==> config.mk <==
export PLATFORM = sky130hd
export DESIGN_NAME = pmcs_top
export DESIGN_NICKNAME = d
export VERILOG_FILES = /design/src/design/pmcs_pkg.sv /design/src/design/pmcs_top.sv
export SDC_FILE = /design/constraint.sdc
export NUM_CORES = 1
export LEC_CHECK = 0
export BUFFER_PORTS_ARGS = -buffer_cell sky130_fd_sc_hd__buf_4
export CORE_UTILIZATION = 49
export CTS_CLUSTER_SIZE = 40
export DETAILED_ROUTE_END_ITERATION = 6
export PLACE_DENSITY = 0.75
export SLEW_MARGIN = 20
export SYNTH_ARGS = -nofsm -noshare
export SYNTH_HDL_FRONTEND = slang
export SYNTH_SLANG_ARGS = --single-unit
==> constraint.sdc <==
create_clock -name clk -period 3.5 [get_ports clk]
set_clock_uncertainty 0.05 [all_clocks]
set_input_delay 0.7 -clock clk [delete_from_list [all_inputs] [get_ports clk]]
set_output_delay 0.7 -clock clk [all_outputs]
set_load 0.01 [all_outputs]
==> src/design/pmcs_pkg.sv <==
/*
  Constants and carrier types for the power-mode sequencer and command
  launcher. Assumes a 250 MHz system clock and a host that presents decoded
  command register writes and FIFO fill level as plain ports.
*/
package pmcs_pkg;

  // ***************************************************************
  // Timing
  // ***************************************************************
  localparam int CLK_MHZ          = 250;
  localparam int SLOW_KHZ         = 16;
  localparam int SLOW_DIV         = (CLK_MHZ * 1000) / SLOW_KHZ;
  localparam int REF_KHZ          = 13560;
  localparam int REF_DIV          = (CLK_MHZ * 1000) / REF_KHZ;
  localparam int HARD_OFF_NS      = 10000;
  localparam int HARD_OFF_CYC     = (HARD_OFF_NS * CLK_MHZ + 999) / 1000;
  localparam int STARTUP_NS       = 15000;
  localparam int STARTUP_CYC      = (STARTUP_NS * CLK_MHZ) / 1000;
  localparam int POR_CYC          = 16;
  localparam int CW               = 16;

  // ***************************************************************
  // Codes
  // ***************************************************************
  localparam logic [7:0] CMD_IDLE     = 8'h00;
  localparam logic [7:0] CMD_DETECT   = 8'h01;
  localparam logic [7:0] UART_WAKE    = 8'h55;
  localparam logic [5:0] CMD_MASK     = 6'h3f;
  localparam logic [7:0] TRIM_RESET   = 8'h80;
  localparam logic [CW-1:0] ONE       = 16'h0001;

  typedef enum logic [2:0] {
    PM_HARD_OFF = 3'b000,
    PM_POR      = 3'b001,
    PM_STARTUP  = 3'b011,
    PM_FULL     = 3'b010,
    PM_STANDBY  = 3'b110
  } pmcs_pm_t;

  typedef enum logic [2:0] {
    CS_IDLE     = 3'b000,
    CS_WAIT_ARG = 3'b001,
    CS_RUN      = 3'b011,
    CS_DETECT   = 3'b010,
    CS_SLEEP    = 3'b110
  } pmcs_cs_t;

  // Host command register write
  typedef struct packed {
    logic       wr;
    logic [5:0] code;
    logic       standby_request_bit;
    logic       rf_frontend_off_bit;
  } pmcs_cmd_t;

  // Card presence detect configuration
  typedef struct packed {
    logic [7:0] i_lower_limit;
    logic [7:0] i_upper_limit;
    logic [7:0] q_lower_limit;
    logic [7:0] q_upper_limit;
    logic       wake_timer_auto_wake;
    logic       wake_timer_auto_reload;
    logic       wake_timer_start;
    logic [CW-1:0] wake_timer_reload;
    logic [CW-1:0] detect_window_reload;
  } pmcs_cfg_t;

  typedef struct packed {
    pmcs_pm_t      pm;
    pmcs_cs_t      cs;
    logic [CW-1:0] pm_cnt;
    logic          stby_bit;
    logic          modem_off;
    logic [5:0]    cmd;
    logic [3:0]    args_need;
    logic [CW-1:0] slow_div;
    logic          slow_tick;
    logic [CW-1:0] wakeup_counter;
    logic          wt_run;
    logic [CW-1:0] win;
    logic [7:0]    i_sample_result;
    logic [7:0]    q_sample_result;
    logic          card_detect_irq;
    logic          ready;
    logic          core_on;
    logic          pads_hiz;
    logic          inputs_clamped;
    logic          rf_on;
    logic          cmd_start;
    logic          cmd_active;
    logic [7:0]    trim;
    logic          trim_busy;
    logic [CW-1:0] trim_ref;
    logic          trim_done;
  } pmcs_state_t;

endpackage

==> src/design/pmcs_top.sv <==
/*
  Power-mode sequencer with slow oscillator, wake-up counter, card
  presence detect sequencing and command launch front end.
  Assumes hard_off_pin and all host inputs are synchronous to clk; argument
  counts per command come from the command decoder as arg_count.
*/
module pmcs_top (
  input  wire logic              clk,
  input  wire logic              rst_n,
  // Pins
  input  wire logic              hard_off_pin,
  input  wire logic              uart_rx_valid,
  input  wire logic [7:0]        uart_rx_byte,
  // Host command register and FIFO
  input  wire pmcs_pkg::pmcs_cmd_t cmd_in,
  input  wire logic [3:0]        arg_count,
  input  wire logic [7:0]        fifo_level,
  input  wire logic              cmd_done,
  // Detection configuration, trim request and reference tick, analog samples
  input  wire pmcs_pkg::pmcs_cfg_t cfg,
  input  wire logic              trim_req,
  input  wire logic              ref_tick,
  input  wire logic [7:0]        i_sample,
  input  wire logic [7:0]        q_sample,
  // Status and controls
  output logic                   core_on,
  output logic                   inputs_clamped,
  output logic                   pads_hiz,
  output logic                   rf_on,
  output logic                   ready,
  output logic                   cmd_start,
  output logic                   cmd_active,
  output logic [5:0]             cmd_code,
  output logic                   card_detect_irq,
  output logic [7:0]             i_sample_result,
  output logic [7:0]             q_sample_result,
  output logic [7:0]             slow_trim,
  output logic                   trim_done
);

  pmcs_pkg::pmcs_state_t s;
  pmcs_pkg::pmcs_state_t next_s;

  logic hit;
  logic wake_req;
  logic leave;
  logic i_out;
  logic q_out;

  // ***************************************************************
  // Derived counts
  // ***************************************************************
  localparam logic [pmcs_pkg::CW-1:0] SLOW_LAST =
    pmcs_pkg::CW'(pmcs_pkg::SLOW_DIV - 1);
  localparam logic [pmcs_pkg::CW-1:0] POR_LAST =
    pmcs_pkg::CW'(pmcs_pkg::POR_CYC - 1);
  localparam logic [pmcs_pkg::CW-1:0] STARTUP_LAST =
    pmcs_pkg::CW'(pmcs_pkg::STARTUP_CYC - 1);
  localparam logic [pmcs_pkg::CW-1:0] HARD_OFF_LIM =
    pmcs_pkg::CW'(pmcs_pkg::HARD_OFF_CYC);
  // Ideal slow period in reference ticks
  localparam logic [pmcs_pkg::CW-1:0] TRIM_IDEAL =
    pmcs_pkg::CW'(pmcs_pkg::REF_KHZ / pmcs_pkg::SLOW_KHZ);

  always_comb begin
    next_s = s;
    next_s.cmd_start = 1'b0;
    next_s.trim_done = 1'b0;
    hit = 1'b0;
    wake_req = 1'b0;
    leave = 1'b0;
    i_out = 1'b0;
    q_out = 1'b0;

    // ***************************************************************
    // Slow oscillator and wake-up counter
    // ***************************************************************
    next_s.slow_tick = 1'b0;
    if (s.core_on || s.pm == pmcs_pkg::PM_STANDBY) begin
      if (s.slow_div >= SLOW_LAST) begin
        next_s.slow_div = '0;
        next_s.slow_tick = 1'b1;
      end else begin
        next_s.slow_div = s.slow_div + pmcs_pkg::ONE;
      end
    end
    if (s.wt_run && s.slow_tick) begin
      if (s.wakeup_counter == '0) begin
        wake_req = cfg.wake_timer_auto_wake;
        next_s.wt_run = cfg.wake_timer_auto_reload;
        next_s.wakeup_counter = cfg.wake_timer_reload;
      end else begin
        next_s.wakeup_counter = s.wakeup_counter - pmcs_pkg::ONE;
      end
    end

    // ***************************************************************
    // Optional trimming against the crystal reference
    // ***************************************************************
    // A request waits for a slow edge so that a whole slow period is
    // measured; all ones in the reference count marks that wait
    if (trim_req && !s.trim_busy && s.pm == pmcs_pkg::PM_FULL) begin
      next_s.trim_busy = 1'b1;
      next_s.trim_ref = '1;
    end else if (s.trim_busy) begin
      if (s.slow_tick && s.trim_ref == '1) begin
        next_s.trim_ref = '0;
      end else if (s.slow_tick) begin
        // Slow period in reference ticks vs ideal 13560/16
        if (s.trim_ref > TRIM_IDEAL)
          next_s.trim = s.trim + 8'h01;
        else if (s.trim_ref < TRIM_IDEAL)
          next_s.trim = s.trim - 8'h01;
        next_s.trim_busy = 1'b0;
        next_s.trim_done = 1'b1;
      end else if (ref_tick && s.trim_ref != '1) begin
        next_s.trim_ref = s.trim_ref + pmcs_pkg::ONE;
      end
    end

    // ***************************************************************
    // Power modes
    // ***************************************************************
    unique case (s.pm)
      pmcs_pkg::PM_HARD_OFF: begin
        if (!hard_off_pin)
          next_s.pm_cnt = '0;
        // Saturating hold time; release alone starts the reset
        else if (s.pm_cnt < HARD_OFF_LIM)
          next_s.pm_cnt = s.pm_cnt + pmcs_pkg::ONE;
        if (!hard_off_pin) begin
          next_s.pm = pmcs_pkg::PM_POR;
        end
      end
      pmcs_pkg::PM_POR: begin
        next_s.pm_cnt = s.pm_cnt + pmcs_pkg::ONE;
        if (s.pm_cnt >= POR_LAST) begin
          next_s.pm = pmcs_pkg::PM_STARTUP;
          next_s.pm_cnt = '0;
        end
      end
      pmcs_pkg::PM_STARTUP: begin
        next_s.pm_cnt = s.pm_cnt + pmcs_pkg::ONE;
        if (s.pm_cnt >= STARTUP_LAST) begin
          next_s.pm = pmcs_pkg::PM_FULL;
          next_s.ready = 1'b1;
        end
      end
      pmcs_pkg::PM_FULL: begin
        if (cmd_in.wr && cmd_in.standby_request_bit) begin
          next_s.pm = pmcs_pkg::PM_STANDBY;
          next_s.stby_bit = 1'b1;
          next_s.ready = 1'b0;
        end
      end
      pmcs_pkg::PM_STANDBY: begin
        // Registers, FIFO and outputs simply hold
        if (cmd_in.wr && !cmd_in.standby_request_bit)
          leave = 1'b1;
        if (uart_rx_valid && uart_rx_byte == pmcs_pkg::UART_WAKE)
          leave = 1'b1;
        if (wake_req)
          leave = 1'b1;
        if (leave) begin
          next_s.pm = pmcs_pkg::PM_STARTUP;
          next_s.pm_cnt = '0;
          next_s.stby_bit = 1'b0;
        end
      end
      default: next_s.pm = pmcs_pkg::PM_HARD_OFF;
    endcase

    // Hard-off pin overrides every mode unless a detect end enters standby in the same cycle
    if (hard_off_pin && s.pm != pmcs_pkg::PM_HARD_OFF) begin
      next_s.pm = pmcs_pkg::PM_HARD_OFF;
      next_s.pm_cnt = '0;
      next_s.ready = 1'b0;
      next_s.stby_bit = 1'b0;
    end

    next_s.core_on = next_s.pm != pmcs_pkg::PM_HARD_OFF;
    next_s.inputs_clamped = !next_s.core_on;
    next_s.pads_hiz = !next_s.core_on;

    // ***************************************************************
    // Modem off
    // ***************************************************************
    if (cmd_in.wr && s.pm == pmcs_pkg::PM_FULL)
      next_s.modem_off = cmd_in.rf_frontend_off_bit;
    if (next_s.pm == pmcs_pkg::PM_HARD_OFF)
      next_s.modem_off = 1'b0;
    next_s.rf_on = next_s.pm == pmcs_pkg::PM_FULL
                   && !next_s.modem_off;

    // ***************************************************************
    // Command launch
    // ***************************************************************
    if (s.pm == pmcs_pkg::PM_FULL && cmd_in.wr
        && !cmd_in.standby_request_bit) begin
      next_s.cmd = cmd_in.code & pmcs_pkg::CMD_MASK;
      next_s.args_need = arg_count;
      next_s.cmd_active = 1'b0;
      if (cmd_in.code == pmcs_pkg::CMD_IDLE[5:0]) begin
        next_s.cs = pmcs_pkg::CS_IDLE;
      end else if (arg_count != 4'h0
                   && fifo_level < {4'h0, arg_count}) begin
        next_s.cs = pmcs_pkg::CS_WAIT_ARG;
      end else if (cmd_in.code == pmcs_pkg::CMD_DETECT[5:0]) begin
        next_s.cs = pmcs_pkg::CS_DETECT;
        next_s.win = cfg.detect_window_reload;
        next_s.cmd_active = 1'b1;
        next_s.cmd_start = 1'b1;
      end else begin
        next_s.cs = pmcs_pkg::CS_RUN;
        next_s.cmd_active = 1'b1;
        next_s.cmd_start = 1'b1;
      end
      if (cfg.wake_timer_start) begin
        next_s.wt_run = 1'b1;
        next_s.wakeup_counter = cfg.wake_timer_reload;
      end
    end else if (s.pm == pmcs_pkg::PM_FULL) begin
      unique case (s.cs)
        pmcs_pkg::CS_WAIT_ARG: begin
          if (fifo_level >= {4'h0, s.args_need}) begin
            next_s.cs = pmcs_pkg::CS_RUN;
            next_s.cmd_active = 1'b1;
            next_s.cmd_start = 1'b1;
          end
        end
        pmcs_pkg::CS_RUN: begin
          if (cmd_done) begin
            next_s.cs = pmcs_pkg::CS_IDLE;
            next_s.cmd_active = 1'b0;
          end
        end
        pmcs_pkg::CS_DETECT: begin
          if (s.win != '0) begin
            next_s.win = s.win - pmcs_pkg::ONE;
          end else begin
            next_s.i_sample_result = i_sample;
            next_s.q_sample_result = q_sample;
            i_out = i_sample < cfg.i_lower_limit
                    || i_sample > cfg.i_upper_limit;
            q_out = q_sample < cfg.q_lower_limit
                    || q_sample > cfg.q_upper_limit;
            hit = i_out || q_out;
            next_s.cmd_active = 1'b0;
            next_s.cs = pmcs_pkg::CS_IDLE;
            if (hit) begin
              next_s.card_detect_irq = 1'b1;
              next_s.wt_run = 1'b0;
            end else if (cfg.wake_timer_auto_wake && s.wt_run) begin
              next_s.pm = pmcs_pkg::PM_STANDBY;
              next_s.ready = 1'b0;
              next_s.cs = pmcs_pkg::CS_SLEEP;
            end
          end
        end
        default: next_s.cs = s.cs;
      endcase
    end

    // ***************************************************************
    // Detect re-arm, interrupt and hard-off cleanup
    // ***************************************************************
    // Re-arm detection after timer wake
    if (s.cs == pmcs_pkg::CS_SLEEP && s.pm == pmcs_pkg::PM_FULL) begin
      next_s.cs = pmcs_pkg::CS_DETECT;
      next_s.win = cfg.detect_window_reload;
      next_s.cmd_active = 1'b1;
    end
    // Irq clears when host writes a command; a new hit wins
    if (cmd_in.wr && s.pm == pmcs_pkg::PM_FULL && !hit)
      next_s.card_detect_irq = 1'b0;
    if (next_s.pm == pmcs_pkg::PM_HARD_OFF) begin
      next_s.cs = pmcs_pkg::CS_IDLE;
      next_s.cmd_active = 1'b0;
      next_s.wt_run = 1'b0;
    end
  end

  // ***************************************************************
  // State register
  // ***************************************************************
  // Reset looks like hard-off so that outputs start high impedance
  always_ff @(posedge clk) begin
    if (!rst_n) begin
      s <= '0;
      s.pm <= pmcs_pkg::PM_HARD_OFF;
      s.cs <= pmcs_pkg::CS_IDLE;
      s.trim <= pmcs_pkg::TRIM_RESET;
      s.pads_hiz <= 1'b1;
      s.inputs_clamped <= 1'b1;
    end else begin
      s <= next_s;
    end
  end

  // ***************************************************************
  // Outputs
  // ***************************************************************
  assign core_on         = s.core_on;
  assign inputs_clamped  = s.inputs_clamped;
  assign pads_hiz        = s.pads_hiz;
  assign rf_on           = s.rf_on;
  assign ready           = s.ready;
  assign cmd_start       = s.cmd_start;
  assign cmd_active      = s.cmd_active;
  assign cmd_code        = s.cmd;
  assign card_detect_irq = s.card_detect_irq;
  assign i_sample_result = s.i_sample_result;
  assign q_sample_result = s.q_sample_result;
  assign slow_trim       = s.trim;
  assign trim_done       = s.trim_done;

endmodule // pmcs_top

Yosys cells after proc, flatten, opt, wreduce, memory -nomap -nowiden
Index checks and enable logic that the tools add are counted.
Storage, ports and cells
  bits in registers: 132
  input port bits: 119
  output and inout bits: 39
Cells by class
  add/sub/neg operators: 7
  order comparisons: 12
  equal/unequal tests: 25
  muxes and demuxes: 85
  bitwise operators: 6
  reductions and logical operators: 58
Operators by type and width (count)
  2-to-1 mux 16 bit: 14
  2-to-1 mux 17 bit: 5
  2-to-1 mux 35 bit: 2
  one-hot mux 16 bit (4 select lines): 1
  adder 16 x 1 -> 16 bit (second input constant): 3
  2-to-1 mux 18 bit: 2
  2-to-1 mux 3 bit: 11
  2-to-1 mux 1 bit: 32
  subtractor 16 x 1 -> 16 bit (second input constant): 2
  2-to-1 mux 6 bit: 4
  AND reduction 5 bit: 4
  nonzero test 3 bit: 6
  == test 16 bit (second input constant): 1
  >= comparator 16 x 12 -> 1 bit (second input constant): 1
  >= comparator 16 x 14 -> 1 bit (second input constant): 1
  >= comparator 16 x 4 -> 1 bit (second input constant): 1
  > comparator 16 x 10 -> 1 bit (second input constant): 1
  > comparator 8 bit: 2
  logical AND 1 bit: 16
  logical NOT 16 bit: 1
  < comparator 16 x 10 -> 1 bit (second input constant): 1
  < comparator 16 x 12 -> 1 bit (second input constant): 1
  < comparator 8 bit: 2
  2-to-1 mux 2 bit: 8
  other kinds (36): 71

Longest topological paths before layout
Gate-level depths: netlist of the first run.
  depth in word-level cells: 17
  depth in mapped cells: 11
  gate-level depth less buffers: 11

Worst setup path after synthesis of the first run
Ideal clock, no wire load.
  path kind: register -> register
  start: reg s[12] (netlist bit)
  end: reg s, in the netlist slow_trim[7]
  library setup time: 0.137 ns
  arrival time: 2.598 ns
  required time: 3.313 ns
  slack: 0.714 ns
  stages on the path, launching flop included: 12
  buffers on the path: 0
  path through: dfxtp_1 > nor4_1 > nand2_1 > a21oi_1 > ha_1 > a21o_1 > a211oi_1 > nor2_1 > o41ai_1 > xnor2_1 > and3_1 > o21ai_0
Between the ends
  word-level cells in the longest chain between the ends: 4
RTL lines
  from (decl): RTL line pmcs_top.sv:41  | pmcs_pkg::pmcs_state_t s;
  from (signal assigned): RTL line pmcs_top.sv:296  | s <= next_s;
  branches (longest 4 deep; another with > comparator 16 x 10 -> 1 bit)
Several ways; the timed one is not identified.
A chain may end at the register's enable or synchronous reset.

Worst setup path in the final report of the first run
  start: reg s[1] (netlist bit)
  end: reg s[14] (netlist bit)
Between the ends
  word-level cells in the longest chain between the ends: 6
RTL lines
  adder 16 x 1 -> 16 bit: RTL line pmcs_top.sv:117  | next_s.trim_ref = s.trim_ref + pmcs_pkg::ONE;
  2-to-1 mux 16 bit: RTL line pmcs_top.sv:116  | end else if (ref_tick && s.trim_ref != '1) begin
  2-to-1 mux 16 bit: RTL line pmcs_top.sv:108  | end else if (s.slow_tick) begin
  2-to-1 mux 16 bit: RTL line pmcs_top.sv:106  | if (s.slow_tick && s.trim_ref == '1) begin
  2-to-1 mux 18 bit: RTL line pmcs_top.sv:105  | end else if (s.trim_busy) begin
  2-to-1 mux 17 bit: RTL line pmcs_top.sv:102  | if (trim_req && !s.trim_busy && s.pm == pmcs_pkg::PM_FULL) begin
Parallel ways exist; a longest one is shown, timed or not. The select of a mux whose other input is x is not followed.

==> flow_summary.json, run 1 <==
{
  "routedWlPerCell_um": 14.1,
  "postCtsHoldBufs": 0,
  "required_ps": 3730,
  "stdcell_count": 1375,
  "hold_viol": 0,
  "synth_ff_type": "dfxtp_1",
  "layout.nets": 1318,
  "crit_top_cell": "a21oi_1",
  "gp_congestion": 0.882,
  "rrSetupSlack_ps": 500,
  "final_util_pct": 61.6,
  "yosysTopAreaCellShare_pct": 33.1,
  "vias_per_cell": 5.55,
  "dieArea_um2": 16800,
  "clockBufferDepth": 2,
  "fin_crit_ps": 3000,
  "cp.arrival_ps": 3220,
  "holdPathEnd": "q_sample_result[0]",
  "synthesis.instances": 1034,
  "cap_violations": 0,
  "initial_utilization_pct": 50.3,
  "met1Wirelength_mm": 9.06,
  "path_cells": "ha_1 -> nand3_1 -> or4_1 -> nor4_1 -> o21a_1 -> o21ai_0 -> a21oi_1 -> a21oi_1",
  "p_switching_mw": 0.817,
  "ctsResizeCount": 0,
  "p_seq_share_pct": 40.2,
  "gr-total-overflow": 0,
  "first_iter_violations": 425,
  "combPwrFrac_pct": 7.1,
  "worstSkewPairLatency_ps": 430,
  "fin_setup_tns_ps": 0,
  "critPathMaxFanout": 14,
  "final_max_slew_viol_count": 0,
  "synth_top_family_by_area": "simple AND/OR/NAND/NOR gates",
  "synthSimpleGateAreaFrac_pct": 25.5,
  "grt_util_all_layers_pct": 23.9,
  "leakage_nw": 4.11,
  "r2r_cells": 8,
  "ir_drop_v": 0.000332,
  "drc": 0,
  "core-area_um2": 15900,
  "rsz0062_at_grt": "false",
  "ys_ff_latch": 132,
  "power_switching_share_pct": 21.7,
  "rows": 46,
  "grt_pass1_wl_mm": 32.1,
  "synthesis.nets": 1206,
  "syn_area_um2": 7990,
  "synthXorXnorAreaFrac_pct": 4.49,
  "die_y_um": 130,
  "postSynth.asyncResetShare_pct": 0,
  "crit_buf_inv": 0,
  "muxShareOfSynthArea_pct": 1.02,
  "antenna_cells": 0,
  "cts_root_buffer": "clkbuf_16",
  "period_share_pct": 85.7,
  "min_path_cells": 2,
  "grt_pass1_vias": 6869,
  "flow.area_growth_from_synthesis_pct": 22.5,
  "power.internal_mw": 2.95,
  "portBuffers": 157,
  "clkTransAtPathRegs_ps": 60,
  "synth_compound_area_share_pct": 19.6,
  "drive_gt1_share_pct": 19.5,
  "synth_top_cell_by_area": "dfxtp_1",
  "yosysSeqAreaShare_pct": 33.1,
  "drt_wl_total_mm": 19.4,
  "h-tree-depth": 4,
  "worstReg2RegStart": "s[1]",
  "die_x_um": 130,
  "critPathKind": "reg -> reg",
  "finalSetupViolCount": 0,
  "top_layer": "met4",
  "cts_sinks": 132,
  "hold_start": "q_sample_result[0]",
  "tightestPinTransition_ps": 755,
  "end_kind": "flip-flop",
  "synth_cell_types": 70,
  "worst_path_dominant_cell_family": "simple AND/OR/NAND/NOR gates",
  "ant_nets": 0,
  "ios": 158,
  "cts_setup_buffers": 0,
  "grt_start_max_net_pins": 63,
  "slowest_delay_ps": 640,
  "dr.pass1.iters": 5,
  "vias": 7632,
  "hp-class": "reg -> reg",
  "dp_cells": 1343,
  "grt_antenna_before_repair": 0,
  "ys_top_cells_by_area": "dfxtp_1 (33%), ha_1 (8.1%), nand2_1 (6.2%)",
  "routed-wl-met2_mm": 8.67,
  "ys_warn_count": 0,
  "cts_tree": "done",
  "clockPowerShare_pct": 52.7,
  "wl_met3_mm": 1.17,
  "critPathLaunchType": "flip-flop",
  "slew_headroom_pct": 49.6,
  "status": "completed",
  "hpwl_mm": 14.1,
  "synthAdderAreaFrac_pct": 8.39,
  "crit_slowest_cell": "or4_1",
  "fmax_ghz": 0.333,
  "numCtsBuffers": 17,
  "synth_edf_count": 0,
  "hold_ws_ps": 400,
  "power_mw": 3.77,
  "yosys.cell_count.top_type": "nand2_1",
  "reg2reg_to": "s[14]",
  "power.density_nw_per_um2": 385,
  "syn_area_per_cell_um2": 7.73,
  "synthTopCellsByCount": "nand2_1 (133), dfxtp_1 (132), nor2_1 (104), a21oi_1 (92), inv_1 (58)"
}
[worst reg2reg max path, cell delays in order (launching register included)]
cell,delay [ps]
dfxtp_1,400
ha_1,220
nand3_1,180
or4_1,640
nor4_1,370
o21a_1,480
o21ai_0,210
a21oi_1,210
a21oi_1,80
[flip-flops by register name (all words and copies together), names as in the netlist]
register / flops
trim_done: 1
core_on: 1
inputs_clamped: 1
card_detect_irq: 1
slow_trim: 8
q_sample_result: 8
ready: 1
i_sample_result: 8
cmd_code: 6
cmd_start: 1
cmd_active: 1
s: 94
rf_on: 1
[cell type report]
cell class / instances / area [µm²]
clock inverter: 12 / 201
inverter: 59 / 221
timing repair buffer: 169 / 1270
fill: 1451 / 6100
clock buffer: 20 / 457
sequential: 132 / 2640
tap: 216 / 270
multi-input combinational: 767 / 4730
[cells in the final DEF, fill, tap and decap left out, types with 8 or more instances in the layout]
cell / count
buf_4: 169
nand2_1: 133
dfxtp_1: 132
nor2_1: 104
a21oi_1: 92
inv_1: 58
ha_1: 52
o21ai_0: 49
nand3_1: 30
nor3_1: 27
xor2_1: 21
xnor2_1: 20
nand4_1: 17
a211oi_1: 17
clkbuf_16: 17
nand2b_1: 16
nor4_1: 16
or4_1: 14
and3_1: 14
a311oi_1: 8
[stage by stage]
step | area [µm²] | worst slack, ps
6_report | 9790 | 501
5_1_grt | 9790 | 241
4_1_cts | 9790 | 543
3_5_place_dp | 9130 | 425
3_3_place_gp | 9130 | 519
2_1_floorplan | 7990 | 714
[per-layer routing]
layer,GRT usage (%),vias to the layer above
li1,-,3866
met1,31.7,3484
met2,38.0,245
met3,4.63,37
met4,10.5,0
met5,0,-
[cell families after synthesis]
kind of cell | count (synthesis)
mux | 8
compound gates | 247
buf+inv | 135
flops | 132
xor+xnor | 41
fa+ha+maj | 53
simple gates | 418
[power by group through the flow]
stage	registers [mW]	clock network, mW	logic, mW
2_1_floorplan	1.55	0	0.123
3_3_place_gp	1.55	0	0.266
3_5_place_dp	1.55	0	0.269
4_1_cts	1.51	2.01	0.270
5_1_grt	1.51	2.09	0.306
6_report	1.51	1.98	0.269
[worst max path at each step]
| stage | start | endpoint | slack, ps | depth (start not counted) |
|---|---|---|---|---|
| after floorplan | s[12] | slow_trim[7] | 710 | 11 |
| after global placement | q_sample[7] | s[130] | 520 | 9 |
| after detailed placement | q_sample[7] | s[130] | 420 | 9 |
| after CTS | s[1] | s[14] | 540 | 8 |
| after global routing | s[1] | s[14] | 240 | 8 |
| final | s[1] | s[14] | 500 | 8 |
Power figures use the tool's default switching activity.
==> run 2, diff against run 1 <==
==> constraint.sdc (replaced) <==
create_clock -name clk -period 3 [get_ports clk]
set_clock_uncertainty 0.05 [all_clocks]
set_input_delay 0.6 -clock clk [delete_from_list [all_inputs] [get_ports clk]]
set_output_delay 0.6 -clock clk [all_outputs]
set_load 0.1 [all_outputs]
==> run 2 against run 1 <==
Net effect:
- maximum frequency is 7.9% higher
- register-to-register slack worse by 280 ps
- non-clock buffer count is 11 higher
- global-route usage is 0.12 points higher
- wire length is 1.2% higher
- largest power group unchanged
- highest routed layer unchanged
==> flow_summary.json, run 2 (synthesized netlist as in run 1, its figures left out) <==
{
  "layout.area.seq_um2": 2640,
  "worstReg2RegStart": "s[50]",
  "numCtsBuffers": 17,
  "grt_util_all_layers_pct": 24.1,
  "dieArea_um2": 16800,
  "routedWlPerCell_um": 14.2,
  "vias_per_cell": 5.49,
  "grt_pass1_vias": 6948,
  "drive_gt1_share_pct": 20.4,
  "fmax_ghz": 0.360,
  "ant_nets": 0,
  "crit_buf_inv": 1,
  "gr-total-overflow": 0,
  "power.internal_mw": 3.49,
  "drt_wl_total_mm": 19.6,
  "grt_antenna_before_repair": 0,
  "layout.nets": 1329,
  "regMostFlops": "s",
  "r2r_cells": 9,
  "drc": 0,
  "period_share_pct": 92.6,
  "fillerInstances": 1456,
  "leakage_nw": 4.19,
  "final_cell_mix": "buf_4 (179), nand2_1 (133), dfxtp_1 (132)",
  "routed-wl-met2_mm": 8.72,
  "rows": 46,
  "wl_met3_mm": 1.22,
  "cts_tree": "done",
  "required_ps": 3260,
  "grt_pass1_wl_mm": 32.3,
  "clockBufferDepth": 2,
  "critPathMaxFanout": 5,
  "first_iter_violations": 381,
  "crit_start": "s[50]",
  "ios": 158,
  "hold_start": "cfg[24]",
  "slew_headroom_pct": 48.5,
  "top_layer": "met4",
  "final_max_slew_viol_count": 0,
  "hp-class": "in -> reg",
  "crit_cells": 9,
  "cts_root_buffer": "clkbuf_16",
  "tightestPinTransition_ps": 772,
  "hold_viol": 0,
  "crit_top_cell": "a31oi_1",
  "flow.area_growth_from_synthesis_pct": 24.0,
  "end_kind": "flip-flop",
  "critPathLaunchType": "flip-flop",
  "antenna_cells": 0,
  "fin_crit_ps": 2780,
  "cts_sinks": 132,
  "dr.pass1.iters": 4,
  "multi_input_area_um2": 4730,
  "power_switching_share_pct": 22.1,
  "power.density_nw_per_um2": 453,
  "gp_congestion": 0.913,
  "critPathKind": "reg -> reg",
  "mostFrequentLayoutCell": "buf_4",
  "die_y_um": 130,
  "ir_drop_v": 0.000389,
  "initial_utilization_pct": 50.3,
  "finalSetupViolCount": 0,
  "slowest_delay_ps": 580,
  "min_path_cells": 3,
  "crit_slowest_cell": "or4_1",
  "worst_path_dominant_cell_family": "simple AND/OR/NAND/NOR gates",
  "hpwl_mm": 14.5,
  "postCtsHoldBufs": 0,
  "rsz0062_at_grt": "false",
  "largest_reg_flops": 94,
  "grt_start_max_net_pins": 63,
  "p_switching_mw": 0.991,
  "path_cells": "inv_1 -> ha_1 -> or3b_2 -> or4_1 -> a31oi_1 -> nand3_1 -> a31oi_1 -> nand2_1 -> o211a_1",
  "cap_violations": 0,
  "core-area_um2": 15900,
  "p_seq_share_pct": 39.4,
  "power_mw": 4.48,
  "fin_setup_tns_ps": 0,
  "portBuffers": 157,
  "clockPowerShare_pct": 53.1,
  "cp.arrival_ps": 3040,
  "vias": 7606,
  "die_x_um": 130,
  "h-tree-depth": 4,
  "clkTransAtPathRegs_ps": 60,
  "rrSetupSlack_ps": 220,
  "worstSkewPairLatency_ps": 420,
  "combPwrFrac_pct": 7.5,
  "met1Wirelength_mm": 9.18,
  "status": "completed"
}
## run 2: path summary, 6_finish.rpt
path                                           end
worst max-delay path                        s[129]
worst min-delay path                         s[75]
worst max register to register              s[129]
worst min register to register  q_sample_result[5]
## run 2: power by group through the flow
| stage | Clock (mW) | Sequential (mW) | Combinational [mW] |
|---|---|---|---|
| after global routing | 2.49 | 1.77 | 0.378 |
| after global placement | 0 | 1.80 | 0.329 |
| after CTS | 2.41 | 1.77 | 0.336 |
| after floorplan | 0 | 1.81 | 0.148 |
| after detailed placement | 0 | 1.80 | 0.335 |
| final | 2.38 | 1.77 | 0.335 |
## run 2: worst min-delay path, delay by kind of cell
kind,cells,cell delay (ps)
AO/OA/AOI/OAI,1,40
buffers and inverters,1,80
AND/OR/NAND/NOR,1,70
## run 2: stage by stage
step | area, µm² | setup WS, ps | std cells | hold slack, ps | utilization [%]
5_1_grt | 9910 | 23.2 | 1386 | 366 | 62.4
4_1_cts | 9900 | 250 | 1386 | 347 | 62.4
2_1_floorplan | 7990 | 214 | 1034 | 382 | -
3_3_place_gp | 9220 | 331 | 1354 | 389 | 58.1
6_report | 9910 | 222 | 1386 | 361 | 62.4
3_5_place_dp | 9220 | 268 | 1354 | 395 | 58.1
## run 2: final cells by class
| cell class | count | share of cell area (%) |
|---|---|---|
| Inverter | 59 | 2.23 |
| Clock inverter | 15 | 2.58 |
| Timing Repair Buffer | 180 | 13.8 |
| Sequential cell | 132 | 26.7 |
| Multi-Input combinational cell | 767 | 47.7 |
| Tap cell | 216 | 2.73 |
| Clock buffer | 17 | 4.29 |
## run 2: timing repair
action / CTS / global route
gates resized for setup: 0 / 1
endpoints found under the setup margin: 0 / 1
buffers inserted: 0 / 0
## run 2: routing by layer
layer  global-route usage [%]  vias to the layer above
li1                         -                     3895
met4                     10.8                        0
met2                     38.3                      230
met5                        0                        -
met1                     31.0                     3440
met3                     5.70                       41
==> run 3, diff against run 2 <==
- CORE_UTILIZATION: 49 -> 45
- PLACE_DENSITY: 0.75 -> 0.7
==> run 3 against run 2 <==
Net effect:
- non-clock buffer count is 8 higher
- highest routed layer unchanged
- power shrank 6.4%
- die area rose by 8.7%
- sequential share of layout area increased by 0.061 points
- worst hold slack worse by 0.61 ps
- clock-buffer cell count rose by 6
- worst setup slack worse by 36 ps
- via count rose by 1.2%
- first-iteration DRC count is 0.79% lower
- critical path depth stayed put
- cell area decreased by 0.23%
==> flow_summary.json, run 3 (synthesized netlist as in run 1, its figures left out) <==
{
  "dr.pass1.iters": 5,
  "final_max_slew_viol_count": 0,
  "drt_wl_total_mm": 20.0,
  "flow.area_growth_from_synthesis_pct": 23.8,
  "layout.area.seq_um2": 2640,
  "die_x_um": 135,
  "antenna_cells": 0,
  "period_share_pct": 93.8,
  "wl_met3_mm": 1.21,
  "initial_utilization_pct": 46.2,
  "slew_headroom_pct": 44.7,
  "dp_cells": 1371,
  "grt_pass1_vias": 7213,
  "regMostFlops": "s",
  "clockBufferDepth": 2,
  "drive_gt1_share_pct": 20.4,
  "hold_viol": 0,
  "met1Wirelength_mm": 9.34,
  "gr-total-overflow": 0,
  "tightestPinTransition_ps": 830,
  "hp-class": "in -> reg",
  "critPathKind": "reg -> reg",
  "final_cell_mix": "buf_4 (188), nand2_1 (133), dfxtp_1 (132)",
  "mostFrequentLayoutCell": "buf_4",
  "drc": 0,
  "leakage_nw": 4.20,
  "finalSetupViolCount": 0,
  "rsz0062_at_grt": "false",
  "grt_antenna_before_repair": 0,
  "critPathLaunchType": "flip-flop",
  "portBuffers": 157,
  "cp.arrival_ps": 3070,
  "grt_util_all_layers_pct": 22.8,
  "largest_reg_flops": 94,
  "fin_crit_ps": 2810,
  "numCtsBuffers": 17,
  "cap_violations": 0,
  "h-tree-depth": 4,
  "required_ps": 3250,
  "fmax_ghz": 0.355,
  "fillerInstances": 1616,
  "stdcell_count": 1399,
  "grt_pass1_wl_mm": 33.6,
  "first_iter_violations": 378,
  "grt_start_max_net_pins": 40,
  "hpwl_mm": 14.8,
  "end_kind": "flip-flop",
  "worstSkewPairLatency_ps": 420,
  "routed-wl-met2_mm": 9.21,
  "ios": 158,
  "rrSetupSlack_ps": 190,
  "cts_setup_buffers": 0,
  "clkTransAtPathRegs_ps": 60,
  "critPathMaxFanout": 5,
  "vias_per_cell": 5.50,
  "power.density_nw_per_um2": 425,
  "rows": 48,
  "layout.nets": 1337,
  "core-area_um2": 17300,
  "gp_congestion": 0.867,
  "routedWlPerCell_um": 14.3,
  "final_util_pct": 57.2,
  "top_layer": "met4",
  "die_y_um": 135,
  "hold_ws_ps": 361,
  "multi_input_area_um2": 4740,
  "dieArea_um2": 18300,
  "cts_root_buffer": "clkbuf_16",
  "status": "completed",
  "finish.instance_area_um2": 9890,
  "ir_drop_v": 0.000382,
  "vias": 7699,
  "cts_tree": "done",
  "cts_sinks": 132,
  "fin_setup_tns_ps": 0,
  "ant_nets": 0,
  "placedInstanceArea_um2": 9280
}
==> run 3: power breakdown <==
part	total [mW]	switching (mW)	internal (mW)
clock	2.10	0.722	1.37
combinational	0.338	0.167	0.170
sequential	1.77	0.00688	1.76
total	4.20	0.896	3.30
==> run 3: layout make-up <==
class | instances | share of cell area [%]
multi-input combinational | 767 | 48.0
tap | 225 | 2.85
clock buffer | 23 | 4.93
clock inverter | 5 | 1.01
inverter | 59 | 2.24
timing repair buffer | 188 | 14.3
sequential | 132 | 26.7
==> run 3: metal layers <==
layer,vias up,track usage (%)
met2,213,36.7
li1,3896,-
met3,22,5.42
met1,3568,30.0
met4,0,6.87
met5,-,0
==> run 3: path summary, 6_finish.rpt <==
check	startpoint	to	cells after the start
hold / removal	cfg[21]	s[72]	3
hold reg to reg	i_sample_result[0]	i_sample_result[0]	2
setup / recovery	s[50]	s[129]	9
setup reg to reg	s[50]	s[129]	9
==> run 3: timing repair <==
item / in CTS / in global routing
setup endpoints to repair: 0 / 3
gates resized for setup: 0 / 2
hold buffers: 0 / 0
==> run 3: per-stage QoR <==
step                total power [mW]  worst slack, ps
floorplan                       1.96              214
global placement                2.14              189
detailed placement              2.14              131
CTS                             4.25              191
global route                    4.37             22.9
finish                          4.20              186
==> run 3: critical path: stages (launching register included) <==
cell and delay [ps]:
dfxtp_1 330, inv_1 90, ha_1 180, or3b_2 510
or4_1 590, a31oi_1 260, nand3_1 100, a31oi_1 250
nand2_1 110, o211a_1 240
